==> config.mk <==
export PLATFORM = sky130hd
export DESIGN_NAME = serializer_front_end
export DESIGN_NICKNAME = d
export VERILOG_FILES = /design/src/serfe_pkg.sv /design/src/sample_fifo.sv /design/src/serializer_front_end.sv
export VERILOG_INCLUDE_DIRS = /design/src
export SDC_FILE = /design/constraint.sdc
export NUM_CORES = 1
export LEC_CHECK = 0
export ABC_CLOCK_PERIOD_IN_PS = 2950
export BUFFER_PORTS_ARGS = -buffer_cell sky130_fd_sc_hd__buf_4
export CAP_MARGIN = 20
export CORE_UTILIZATION = 55
export CTS_CLUSTER_SIZE = 8
export DETAILED_ROUTE_END_ITERATION = 6
export PLACE_DENSITY = 0.75
export SLEW_MARGIN = 25
export SYNTH_ARGS = -nofsm -noshare
export SYNTH_HDL_FRONTEND = slang
export SYNTH_HIERARCHICAL = 1
export SYNTH_SLANG_ARGS = --single-unit
==> constraint.sdc <==
create_clock -name pclk -period 2.95 [get_ports pclk]
set_clock_uncertainty 0.05 [all_clocks]
set_input_delay 0.1475 -clock pclk [delete_from_list [all_inputs] [get_ports pclk]]
set_output_delay 0.1475 -clock pclk [all_outputs]
set_load 0.02 [all_outputs]
==> src/serfe_cfg.svh <==
// Constants for the video input pin front end
`ifndef SERFE_CFG_SVH
`define SERFE_CFG_SVH
`define OFS_CTRL 12'h000
`define OFS_GPO 12'h004
`define OFS_GPIO 12'h008
`define OFS_STATUS 12'h00C
`define CTRL_FILT_BIT 0
`define CTRL_EDGE_BIT 1
`define CTRL_M18_BIT 2
`define CTRL_RST 3'h1
`define GPO_VAL_LSB 0
`define GPO_EN_LSB 8
`define GPO_RST 5'h00
`define GPIO_DIR_LSB 0
`define GPIO_OUT_LSB 4
`define GPIO_IN_LSB 8
`define GPIO_RST 4'h0
`define STAT_ADDR_LSB 0
`define STAT_M18_BIT 8
`define STAT_OVF_LSB 16
`define FILT_LEN 2'd3
`define TGT_ADDR_BASE 7'h0C
`define FIFO_DEPTH 32
`define FIFO_WIDTH 29
`endif

==> src/serfe_pkg.sv <==
// Types shared by the video input pin front end
package serfe_pkg;
	typedef logic [31:0] apb_word_t;
	typedef enum logic {EDGE_RISE, EDGE_FALL} strobe_edge_t;
	typedef enum {ADDR_WAIT, ADDR_HELD} addr_state_t;
endpackage : serfe_pkg

==> src/sample_fifo.sv <==
// Flip-flop FIFO with valid/ready on both sides
`timescale 1ns/100ps
module sample_fifo #(
	parameter int WIDTH = 29,
	parameter int DEPTH = 32
) (
	input wire logic clk, // Clock
	input wire logic rst_n, // Async reset, active low
	input wire logic flush, // Synchronous empty
	input wire logic in_valid, // Write request
	output logic in_ready, // Space free
	input wire logic [WIDTH-1:0] in_data, // Write word
	output logic out_valid, // Word present
	input wire logic out_ready, // Reader takes word
	output logic [WIDTH-1:0] out_data // Head word
);
	localparam int AW = $clog2(DEPTH);
	logic [WIDTH-1:0] mem_q [DEPTH];
	logic [AW-1:0] wr_q, wr_d, rd_q, rd_d;
	logic [AW:0] cnt_q, cnt_d;
	logic push, pop;

	always_comb begin
		in_ready = (cnt_q != AW'(0) + (AW+1)'(DEPTH)) ;
		out_valid = (cnt_q != '0);
		push = in_valid && in_ready;
		pop = out_valid && out_ready;
		wr_d = push ? ((wr_q == AW'(DEPTH - 1)) ? '0 : wr_q + AW'(1)) : wr_q;
		rd_d = pop ? ((rd_q == AW'(DEPTH - 1)) ? '0 : rd_q + AW'(1)) : rd_q;
		cnt_d = cnt_q + (AW+1)'(push) - (AW+1)'(pop);
		if (flush) begin
			wr_d = '0;
			rd_d = '0;
			cnt_d = '0;
		end
		out_data = mem_q[rd_q];
	end

	always_ff @(posedge clk or negedge rst_n) begin
		if (!rst_n) begin
			wr_q <= '0;
			rd_q <= '0;
			cnt_q <= '0;
		end else begin
			wr_q <= wr_d;
			rd_q <= rd_d;
			cnt_q <= cnt_d;
		end
	end

	// Storage carries no reset to keep it plain flops
	always_ff @(posedge clk) begin
		if (push) begin
			mem_q[wr_q] <= in_data;
		end
	end
endmodule : sample_fifo

==> src/serializer_front_end.sv <==
// Pixel, audio and shared-pin front end of a video serializer
//
// The implementer's own choices: the register offsets and register access over APB.
`timescale 1ns/100ps
`include "serfe_cfg.svh"
module serializer_front_end import serfe_pkg::*; #(
	parameter int FIFO_DEPTH = `FIFO_DEPTH
) (
	input wire logic pclk, // System clock, 10 MHz
	input wire logic presetn, // Async reset, active low
	input wire logic [11:0] paddr, // APB address
	input wire logic psel, // APB select
	input wire logic penable, // APB access phase
	input wire logic pwrite, // APB direction
	input wire logic [31:0] pwdata, // APB write data
	output logic [31:0] prdata, // APB read data
	output logic pready, // APB ready
	output logic pslverr, // APB error on unmapped address
	input wire logic power_down_low_input, // Low powers the block down
	input wire logic mode_select_18bit, // Configuration pin for 18-bit mode
	input wire logic [3:0] bus_address_select_input, // Digitised divider level
	input wire logic pixel_clock_in, // Pixel strobe, sampled on pclk
	input wire logic video_data_valid, // Data-valid from the source
	input wire logic [23:0] pixel_data_in, // Parallel pixel inputs
	input wire logic audio_bit_clock_in, // Audio bit clock pin
	input wire logic audio_word_clock_in, // Audio word clock pin
	input wire logic audio_first_data_in, // Audio data A pin
	input wire logic audio_second_data_in, // Shared pin: audio B, bit 17 or output 5
	output logic [8:4] register_driven_outputs, // Output values of shared pins
	output logic [8:4] register_driven_oe, // High while a shared pin is driven
	output logic [3:0] gpio_out, // General-purpose pin output value
	output logic [3:0] gpio_oe, // High while a general-purpose pin is driven
	output logic [6:0] target_address, // Control bus target address
	output logic [`FIFO_WIDTH-1:0] link_word, // Captured word toward the link
	output logic link_valid, // Link word present
	input wire logic link_ready, // Link takes the word
	output logic serial_out_p, // Serial true leg
	output logic serial_out_n, // Serial inverted leg
	output logic synth_enable // Clock synthesiser enable
);
	logic pd_active;
	logic [2:0] ctrl_q, ctrl_d;
	logic [4:0] gpo_val_q, gpo_val_d, gpo_en_q, gpo_en_d;
	logic [3:0] gpio_dir_q, gpio_dir_d, gpio_o_q, gpio_o_d;
	logic [7:0] ovf_q, ovf_d;
	logic filter_en, mode18;
	strobe_edge_t edge_sel;
	logic apb_wr, apb_rd, hit;
	logic [31:0] rd_mux;

	// Powered down means control state held at reset
	assign pd_active = !power_down_low_input;
	assign filter_en = ctrl_q[`CTRL_FILT_BIT];
	assign edge_sel = strobe_edge_t'(ctrl_q[`CTRL_EDGE_BIT]);
	assign mode18 = mode_select_18bit | ctrl_q[`CTRL_M18_BIT];

	// Zero-wait slave: every access finishes in its first access cycle
	assign pready = 1'b1;
	assign apb_wr = psel && penable && pwrite;
	assign apb_rd = psel && penable && !pwrite;

	always_comb begin
		hit = 1'b1;
		rd_mux = '0;
		case (paddr)
			`OFS_CTRL: rd_mux[2:0] = ctrl_q;
			`OFS_GPO: begin
				rd_mux[`GPO_VAL_LSB +: 5] = gpo_val_q;
				rd_mux[`GPO_EN_LSB +: 5] = gpo_en_q;
			end
			`OFS_GPIO: begin
				rd_mux[`GPIO_DIR_LSB +: 4] = gpio_dir_q;
				rd_mux[`GPIO_OUT_LSB +: 4] = gpio_o_q;
				rd_mux[`GPIO_IN_LSB +: 4] = {pixel_data_in[9:8], pixel_data_in[1:0]};
			end
			`OFS_STATUS: begin
				rd_mux[`STAT_ADDR_LSB +: 7] = target_address;
				rd_mux[`STAT_M18_BIT] = mode18;
				rd_mux[`STAT_OVF_LSB +: 8] = ovf_q;
			end
			default: hit = 1'b0;
		endcase
		prdata = apb_rd ? rd_mux : '0;
		pslverr = psel && penable && !hit;
	end

	logic fifo_in_ready, push;
	logic pix_prev_q, strobe;
	always_comb begin
		ctrl_d = ctrl_q;
		gpo_val_d = gpo_val_q;
		gpo_en_d = gpo_en_q;
		gpio_dir_d = gpio_dir_q;
		gpio_o_d = gpio_o_q;
		ovf_d = ovf_q;
		if (apb_wr) begin
			case (paddr)
				`OFS_CTRL: ctrl_d = pwdata[2:0];
				`OFS_GPO: begin
					gpo_val_d = pwdata[`GPO_VAL_LSB +: 5];
					gpo_en_d = pwdata[`GPO_EN_LSB +: 5];
				end
				`OFS_GPIO: begin
					gpio_dir_d = pwdata[`GPIO_DIR_LSB +: 4];
					gpio_o_d = pwdata[`GPIO_OUT_LSB +: 4];
				end
				default: ;
			endcase
		end
		// A strobe lost to a full FIFO is counted, saturating
		if (strobe && !fifo_in_ready && !pd_active && ovf_q != 8'hFF) begin
			ovf_d = ovf_q + 8'h01;
		end
		if (pd_active) begin
			ctrl_d = `CTRL_RST;
			gpo_val_d = `GPO_RST;
			gpo_en_d = `GPO_RST;
			gpio_dir_d = `GPIO_RST;
			gpio_o_d = `GPIO_RST;
			ovf_d = '0;
		end
	end

	always_ff @(posedge pclk or negedge presetn) begin
		if (!presetn) begin
			ctrl_q <= `CTRL_RST;
			gpo_val_q <= `GPO_RST;
			gpo_en_q <= `GPO_RST;
			gpio_dir_q <= `GPIO_RST;
			gpio_o_q <= `GPIO_RST;
			ovf_q <= '0;
		end else begin
			ctrl_q <= ctrl_d;
			gpo_val_q <= gpo_val_d;
			gpo_en_q <= gpo_en_d;
			gpio_dir_q <= gpio_dir_d;
			gpio_o_q <= gpio_o_d;
			ovf_q <= ovf_d;
		end
	end

	assign strobe = (edge_sel == EDGE_FALL) ? (pix_prev_q && !pixel_clock_in)
		: (!pix_prev_q && pixel_clock_in);

	// Data-valid filter state
	logic de_q, de_d, last_q, last_d;
	logic [1:0] run_q, run_d;
	always_comb begin
		de_d = de_q;
		last_d = last_q;
		run_d = run_q;
		if (strobe) begin
			if (video_data_valid != last_q) begin
				last_d = video_data_valid;
				run_d = 2'd1;
			end else if (run_q < `FILT_LEN) begin
				run_d = run_q + 2'd1;
			end
			if (filter_en) begin
				de_d = (run_d == `FILT_LEN) ? last_d : de_q;
			end else begin
				de_d = video_data_valid;
			end
		end
	end

	always_ff @(posedge pclk or negedge presetn) begin
		if (!presetn) begin
			pix_prev_q <= 1'b0;
			de_q <= 1'b0;
			last_q <= 1'b0;
			run_q <= '0;
		end else begin
			pix_prev_q <= pixel_clock_in;
			de_q <= de_d;
			last_q <= last_d;
			run_q <= run_d;
		end
	end

	// Shared pin steering; bit 17 is free only outside 18-bit mode
	logic [23:0] din_m;
	logic [3:0] gpio_act;
	logic [`FIFO_WIDTH-1:0] push_word;
	always_comb begin
		register_driven_outputs = gpo_val_q;
		register_driven_oe = gpo_en_q;
		if (mode18) begin
			register_driven_oe[5] = 1'b0;
		end
		gpio_act = mode18 ? gpio_dir_q : 4'h0;
		gpio_oe = gpio_act;
		gpio_out = gpio_o_q;
		din_m = pixel_data_in;
		din_m[17] = pixel_data_in[17] & !mode18 & !register_driven_oe[5];
		din_m[16] = pixel_data_in[16] & !register_driven_oe[4];
		din_m[9] = pixel_data_in[9] & !gpio_act[3];
		din_m[8] = pixel_data_in[8] & !gpio_act[2];
		din_m[1] = pixel_data_in[1] & !gpio_act[1];
		din_m[0] = pixel_data_in[0] & !gpio_act[0];
		push_word = {de_d, din_m,
			audio_bit_clock_in & !register_driven_oe[8],
			audio_word_clock_in & !register_driven_oe[7],
			audio_first_data_in & !register_driven_oe[6],
			audio_second_data_in & mode18};
	end

	assign push = strobe && !pd_active;

	sample_fifo #(
		.WIDTH(`FIFO_WIDTH),
		.DEPTH(FIFO_DEPTH)
	) u_fifo (
		.clk(pclk),
		.rst_n(presetn),
		.flush(pd_active),
		.in_valid(push),
		.in_ready(fifo_in_ready),
		.in_data(push_word),
		.out_valid(link_valid),
		.out_ready(link_ready),
		.out_data(link_word)
	);

	logic sp_q, sp_d, sn_q, sn_d, syn_q, syn_d;
	always_comb begin
		syn_d = !pd_active;
		sp_d = pd_active ? 1'b1 : link_word[0];
		sn_d = pd_active ? 1'b1 : !link_word[0];
	end

	// Address level is caught once after reset or power-down release
	addr_state_t as_q, as_d;
	logic [6:0] addr_q, addr_d;
	always_comb begin
		as_d = as_q;
		addr_d = addr_q;
		case (as_q)
			ADDR_WAIT: begin
				if (!pd_active) begin
					addr_d = `TGT_ADDR_BASE + {3'h0, bus_address_select_input};
					as_d = ADDR_HELD;
				end
			end
			ADDR_HELD: begin
				if (pd_active) begin
					as_d = ADDR_WAIT;
				end
			end
			default: as_d = ADDR_WAIT;
		endcase
	end

	always_ff @(posedge pclk or negedge presetn) begin
		if (!presetn) begin
			sp_q <= 1'b1;
			sn_q <= 1'b1;
			syn_q <= 1'b0;
			as_q <= ADDR_WAIT;
			addr_q <= `TGT_ADDR_BASE;
		end else begin
			sp_q <= sp_d;
			sn_q <= sn_d;
			syn_q <= syn_d;
			as_q <= as_d;
			addr_q <= addr_d;
		end
	end
	assign serial_out_p = sp_q;
	assign serial_out_n = sn_q;
	assign synth_enable = syn_q;
	assign target_address = addr_q;
endmodule : serializer_front_end

# [After elaboration in Yosys (flattened, before gate mapping)]
# Memory sizes are Yosys's and may differ from the RTL's.
# Index checks and enable logic that the tools add are counted.
[totals] regBits=92 ramBits=928 input_bits=86 elab_cells=146 n_memories=1
[classes] addsub=7 order_cmp=1 eq_ne=19 n_mux=51 bitwise_logic=12 n_reduce_logical=37
[mem_list] name="u_fifo.mem_q" words=32 width=29 read_ports=1 rd_clocked_by_memory_dff=0 write_ports=1 line_no="sample_fifo.sv:18" rtl="logic [WIDTH-1:0] mem_q [DEPTH];"
[op_table] cell="32-bit 2-to-1 mux" count=2
[op_table] cell="32-bit one-hot mux with 2 select lines" count=1
[op_table] cell="5-bit 2-to-1 mux" count=12
[op_table] cell="32-bit by 1-bit == test with 1-bit output, second input constant" count=1
[op_table] cell="32-bit zero test" count=1
[op_table] cell="4-bit 2-to-1 mux" count=7
[op_table] cell="12-bit by 4-bit == test with 1-bit output, second input constant" count=2
[op_table] cell="24-bit 2-to-1 mux" count=1
[op_table] cell="8-bit 2-to-1 mux" count=3
[op_table] cell="1-bit zero test" count=16
[op_table] cell="2-bit by 1-bit != test with 1-bit output, second input constant" count=7
[op_table] cell="1-bit 2-to-1 mux" count=13
[op_table] cell="12-bit by 3-bit == test with 1-bit output, second input constant" count=1
[op_table] cell="1-bit logical AND" count=12
[op_table] cell="12-bit zero test" count=1
[op_table] cell="3-bit one-hot mux with 4 select lines" count=1
[op_table] cell="1-bit bitwise AND" count=11
[op_table] cell="5-bit by 1-bit adder with 5-bit output, second input constant" count=2
[op_table] cell="5-bit == test, second input constant" count=2
[op_table] cell="2-bit AND reduction" count=5
[op_table] cell="3-bit 2-to-1 mux" count=3
[op_table] cell="8-bit by 1-bit adder with 8-bit output, second input constant" count=1
[op_table] cell="8-bit != test, second input constant" count=1
[op_table] cell="6-bit by 1-bit adder with 6-bit output" count=1
[op_table] cell="17 further kinds" count=20

# [Longest topological paths before layout]
[logic_depth] word_depth=8 depth_mapped=13 mapped_depth_nobuf=13

# [Modules after synthesis]
# Netlist, hierarchy kept.
[modules_own_cells] mod="sample_fifo" instances=1 cells_per_inst=1860 area_per_inst_um2=36537.5
[modules_own_cells] mod="serializer_front_end" instances=1 cells_per_inst=280 area_per_inst_um2=2598.7

# [Least setup slack after synthesis]
# No wires, ideal clock.
[synth_path] path_kind="register to register" start="register pix_prev_q" end="memory u_fifo.mem_q[30][0] (enable)" setup_ps=415 t_arrival_ps=2799 slack_ps=-314 stages_incl_launch_ff=8 period_less_slack_ps=3264 cell_sequence="dfrtp_1 nand2b_1 o22ai_1 and2_1 nand2_1 inv_1 nand2_1 nor2_1"
[synth_between] elab_chain_len=7 word_cells_on_any_way=8 classes_between="3 x mux; 5 x reduce/logical"
[synth_lines] element="from (decl)" line_no="serializer_front_end.sv:88" rtl="logic pix_prev_q, strobe;"
[synth_lines] element="from (signal assigned)" line_no="serializer_front_end.sv:174" rtl="pix_prev_q <= pixel_clock_in;"
[synth_lines] element="1-bit zero test" line_no="serializer_front_end.sv:143" rtl=": (!pix_prev_q && pixel_clock_in);"
[synth_lines] element="1-bit logical AND" line_no="serializer_front_end.sv:143"
[synth_lines] element="1-bit 2-to-1 mux (*)" line_no="serializer_front_end.sv:142" rtl="assign strobe = (edge_sel == EDGE_FALL) ? (pix_prev_q && !pixel_clock_in)"
[synth_lines] element="1-bit logical AND (*)" line_no="serializer_front_end.sv:208" rtl="assign push = strobe && !pd_active;"
[synth_lines] element="via push" line_no="serializer_front_end.sv:87" rtl="logic fifo_in_ready, push;"
[synth_lines] element="1-bit logical AND (*)" line_no="sample_fifo.sv:26" rtl="push = in_valid && in_ready;"
[synth_lines] element="1-bit 2-to-1 mux (*)" line_no="sample_fifo.sv:53" rtl="if (push) begin"
[synth_lines] element="1-bit 2-to-1 mux (not written as such) (*)" line_no="sample_fifo.sv:54" rtl="mem_q[wr_q] <= in_data;"
[synth_lines] element="to (decl)" line_no="sample_fifo.sv:18"
# The timed path passes the listed nets; every way through them passes the cells marked *.

# [Final worst setup path]
[layout_path] start="register u_fifo.rd_q[0]" end="output link_word[12]"
[layout_between] elab_chain_len=1
[layout_lines] element="from (decl)" line_no="sample_fifo.sv:19" rtl="logic [AW-1:0] wr_q, wr_d, rd_q, rd_d;"
[layout_lines] element="from (signal assigned)" line_no="sample_fifo.sv:46" rtl="rd_q <= rd_d;"
[layout_lines] element="memory read 32 x 29 bit"
[layout_lines] element="to (decl)" line_no="serializer_front_end.sv:34" rtl="output logic [`FIFO_WIDTH-1:0] link_word,"
# No other way between the ends.

==> impl_metrics.env <==
export IMPL_status="finished with violations"
export IMPL_violations="negative setup slack"
export IMPL_portBuffers=144
export IMPL_num_nets_final=2642
export IMPL_boundaryPins=178
export IMPL_grt_pass1_wl_microns=148000
export IMPL_clk_path_buf_depth=3
export IMPL_die_x_microns=269
export IMPL_worst_path_max_fanout=14
export IMPL_start_util=0.557
export IMPL_via_count=22600
export IMPL_numClockSinks=987
export IMPL_overflow=0
export IMPL_drive_gt1_frac=0.274
export IMPL_wl_per_cell_microns=28.9
export IMPL_drv_slew=0
export IMPL_power_density_nw_per_um2=735
export IMPL_root_buffer="clkbuf_16"
export IMPL_ys_warn_count=6
export IMPL_wl_microns=101000
export IMPL_critical_path_top_delay_family="buffers and inverters"
export IMPL_rows=97
export IMPL_cts_buffers=141
export IMPL_setup_viol=12
export IMPL_async_flop_share=0.0598
export IMPL_synth_top_area_share=0.712
export IMPL_drt_iter0_drc=2386
export IMPL_path_clk_slew_ns=0.05
export IMPL_post_drt_via_cell_ratio=6.43
export IMPL_crit_type="register to output pin"
export IMPL_grt_max_degree=60
export IMPL_use_met3=0.0564
export IMPL_required_ns=2.75
export IMPL_clk_latency_ns=0.72
export IMPL_grt_setup_unrepaired="true"
export IMPL_synth_most_common_cell="edfxtp_1"
export IMPL_use_met1=0.378
export IMPL_grt_usage=0.288
export IMPL_worstPathArrival_ns=2.82
export IMPL_relSlewSlack=0.325
export IMPL_cpPeakStageDelay_ns=0.54
export IMPL_die_h_microns=269
export IMPL_grt_pass1_vias=23300
export IMPL_design_area_sq_um=48100
export IMPL_synth_edf_count=928
export IMPL_dr_pass1_iters=6
export IMPL_worstMarginPinSlew_ns=1.01
export IMPL_crit_chain="buf_12 -> buf_16 -> mux4_2 -> a22oi_2 -> nand4_1 -> buf_4"
export IMPL_grt_most_used_layer="met2"
export IMPL_cp_start_kind="register"
export IMPL_avgSynthCellArea_sq_um=18.3
export IMPL_period_share=1.02
export IMPL_placed_cell_area_sq_um=42300
export IMPL_antenna_cells_inserted=0
export IMPL_min_period_ns=3.01
export IMPL_syn_area_sq_um=39100
export IMPL_cts_tree="yes"
export IMPL_ant_nets=0
export IMPL_hold_viol=0
export IMPL_synth_seq_cells=987
export IMPL_max_freq_ghz=0.332
export IMPL_ys_types=60
export IMPL_fin_ws_ns=-0.0638
export IMPL_area_growth_pct=23.0
export IMPL_gp_congestion=0.839
export IMPL_antenna_found_initial=2
export IMPL_die_area_sq_um=72200
export IMPL_worst_hold_path_type="input pin to asynchronous set/reset pin"
export IMPL_synthCells=2140
export IMPL_synth_ff_type="edfxtp_1"
export IMPL_drv_cap=0
export IMPL_pre_cts_ws_ns=0.288
export IMPL_crit_slowest_cell="mux4_2"
export IMPL_drc=0
export IMPL_cts_htree_levels=4
export IMPL_place_hpwl_microns=53100
export IMPL_core_area_sq_um=70300
export IMPL_ys_seq_area_frac=0.750
export IMPL_synthTopCellsByArea="edfxtp_1 71%, mux4_2 6.8%, mux2i_1 6.5%, dfrtp_1 3.5%, a22oi_1 2.3%"
export IMPL_synth_area_leader_cell="edfxtp_1"
export IMPL_power_mw=35.4
export IMPL_path_buf_inv=3
export IMPL_cp_end_kind="output pin"
export IMPL_static_leakage_power_nw=15.9
export IMPL_grtUsageMet2=0.474
export IMPL_synth_commonest_cells="928 x edfxtp_1, 253 x mux2i_1, 121 x nand2_1"
export IMPL_peakVddDrop_v=0.000651
## worst paths after layout
path | startpoint | to | slack [ns] | depth (start not counted)
worst max-delay path | u_fifo/rd_q[0] | link_word[12] | -0.06 | 6
worst min-delay path | presetn | gpo_en_q[2] | 0.007 | 2
worst max register to register | u_fifo/cnt_q[4] | u_fifo/cnt_q[4] | 0.30 | 13
worst min register to register | as_q[0] | as_q[0] | 0.43 | 1
max in group asynchronous | presetn | u_fifo/rd_q[0] | 2.26 | 2
min in group pclk | bus_address_select_input[2] | target_address[2] | 0.07 | 3
## power breakdown
group          leakage, nW  switching, mW  internal [mW]  total [mW]
Clock                 1.89           5.62           8.79        14.4
Combinational         4.94           2.68           2.58        5.26
Sequential            9.09          0.112           15.6        15.7
Total                 15.9           8.42           26.9        35.4
## cells in the final DEF, fill, tap and decap left out, types with 14 or more instances in the layout
cell type        n
a22oi_1         68
a22oi_2         52
buf_6           29
buf_4          200
dfrtp_1         50
mux4_2         119
dlygate4sd3_1   71
a21oi_1         84
buf_16          16
buf_12          50
conb_1          14
clkbuf_16      146
clkbuf_1        18
and2_1          17
inv_1           21
nor2_4          34
edfxtp_1       928
nand2_1        121
nand4_1         32
mux2i_1        250
nand3_1         69
ha_1            21
nor2_1          23
## cell families (layout without fill, tap and decap cells)
logic type	Yosys count	after routing	share of synthesized area
other cells	2	14	0.000192
buf+inv	152	565	0.0220
flops	987	987	0.750
mux	376	376	0.134
simple gates	365	366	0.0467
compound gates	232	232	0.0388
xor+xnor	4	4	0.000895
fa+ha+maj	22	22	0.00723
## layer usage
layer	routed length, microns	up-vias
met4	3760	4
met1	37200	11700
li1	-	9302
met5	28	-
met2	51000	1327
met3	9400	248
## registers in the layout, summed over array words and instances, names as in the netlist, 3 cells and up
register                 flops
u_fifo/cnt_q                 6
register_driven_outputs      5
target_address               5
u_fifo/rd_q                  5
u_fifo/mem_q               928
gpio_dir_q                   4
gpio_out                     4
u_fifo/wr_q                  5
gpo_en_q                     5
ctrl_q                       3
ovf_q                        8
## worst reg2reg max path, delay by kind of cell, from the launching register on
family | cells | cell delay (ns)
buf+inv | 3 | 0.22
xor+xnor | 1 | 0.14
simple gates | 3 | 0.43
compound gates | 2 | 0.23
fa+ha+maj | 4 | 1.07
flops | 1 | 0.36
## final cells by class
cell class	instances	area, sq um
clock buffer	164	3720
clock inverter	11	166
fill	4206	22100
inverter	21	78.8
multi-input combinational	1014	9570
sequential	987	29400
tap	940	1180
timing repair buffer	369	4060
## stage by stage
step	TNS, ns	instances	utilization	hold WS [ns]
finish	-0.276	3506	0.685	0.00743
global route	-1.77	3506	0.685	0.0557
CTS	-1.14	3497	0.683	0.00158
detailed placement	0	3212	0.602	0.219
global placement	0	3212	0.602	0.204
floorplan	-288.37	2152	-	-0.198
## what timing repair did
action	in CTS	in global routing
resized for setup	101	19
pin swaps	59	28
hold buffers	70	1
gates cloned	14	0
setup buffers	26	10
endpoints found under the setup margin	28	29
hold endpoints to repair	688	32
Power figures use the tool's default switching activity.
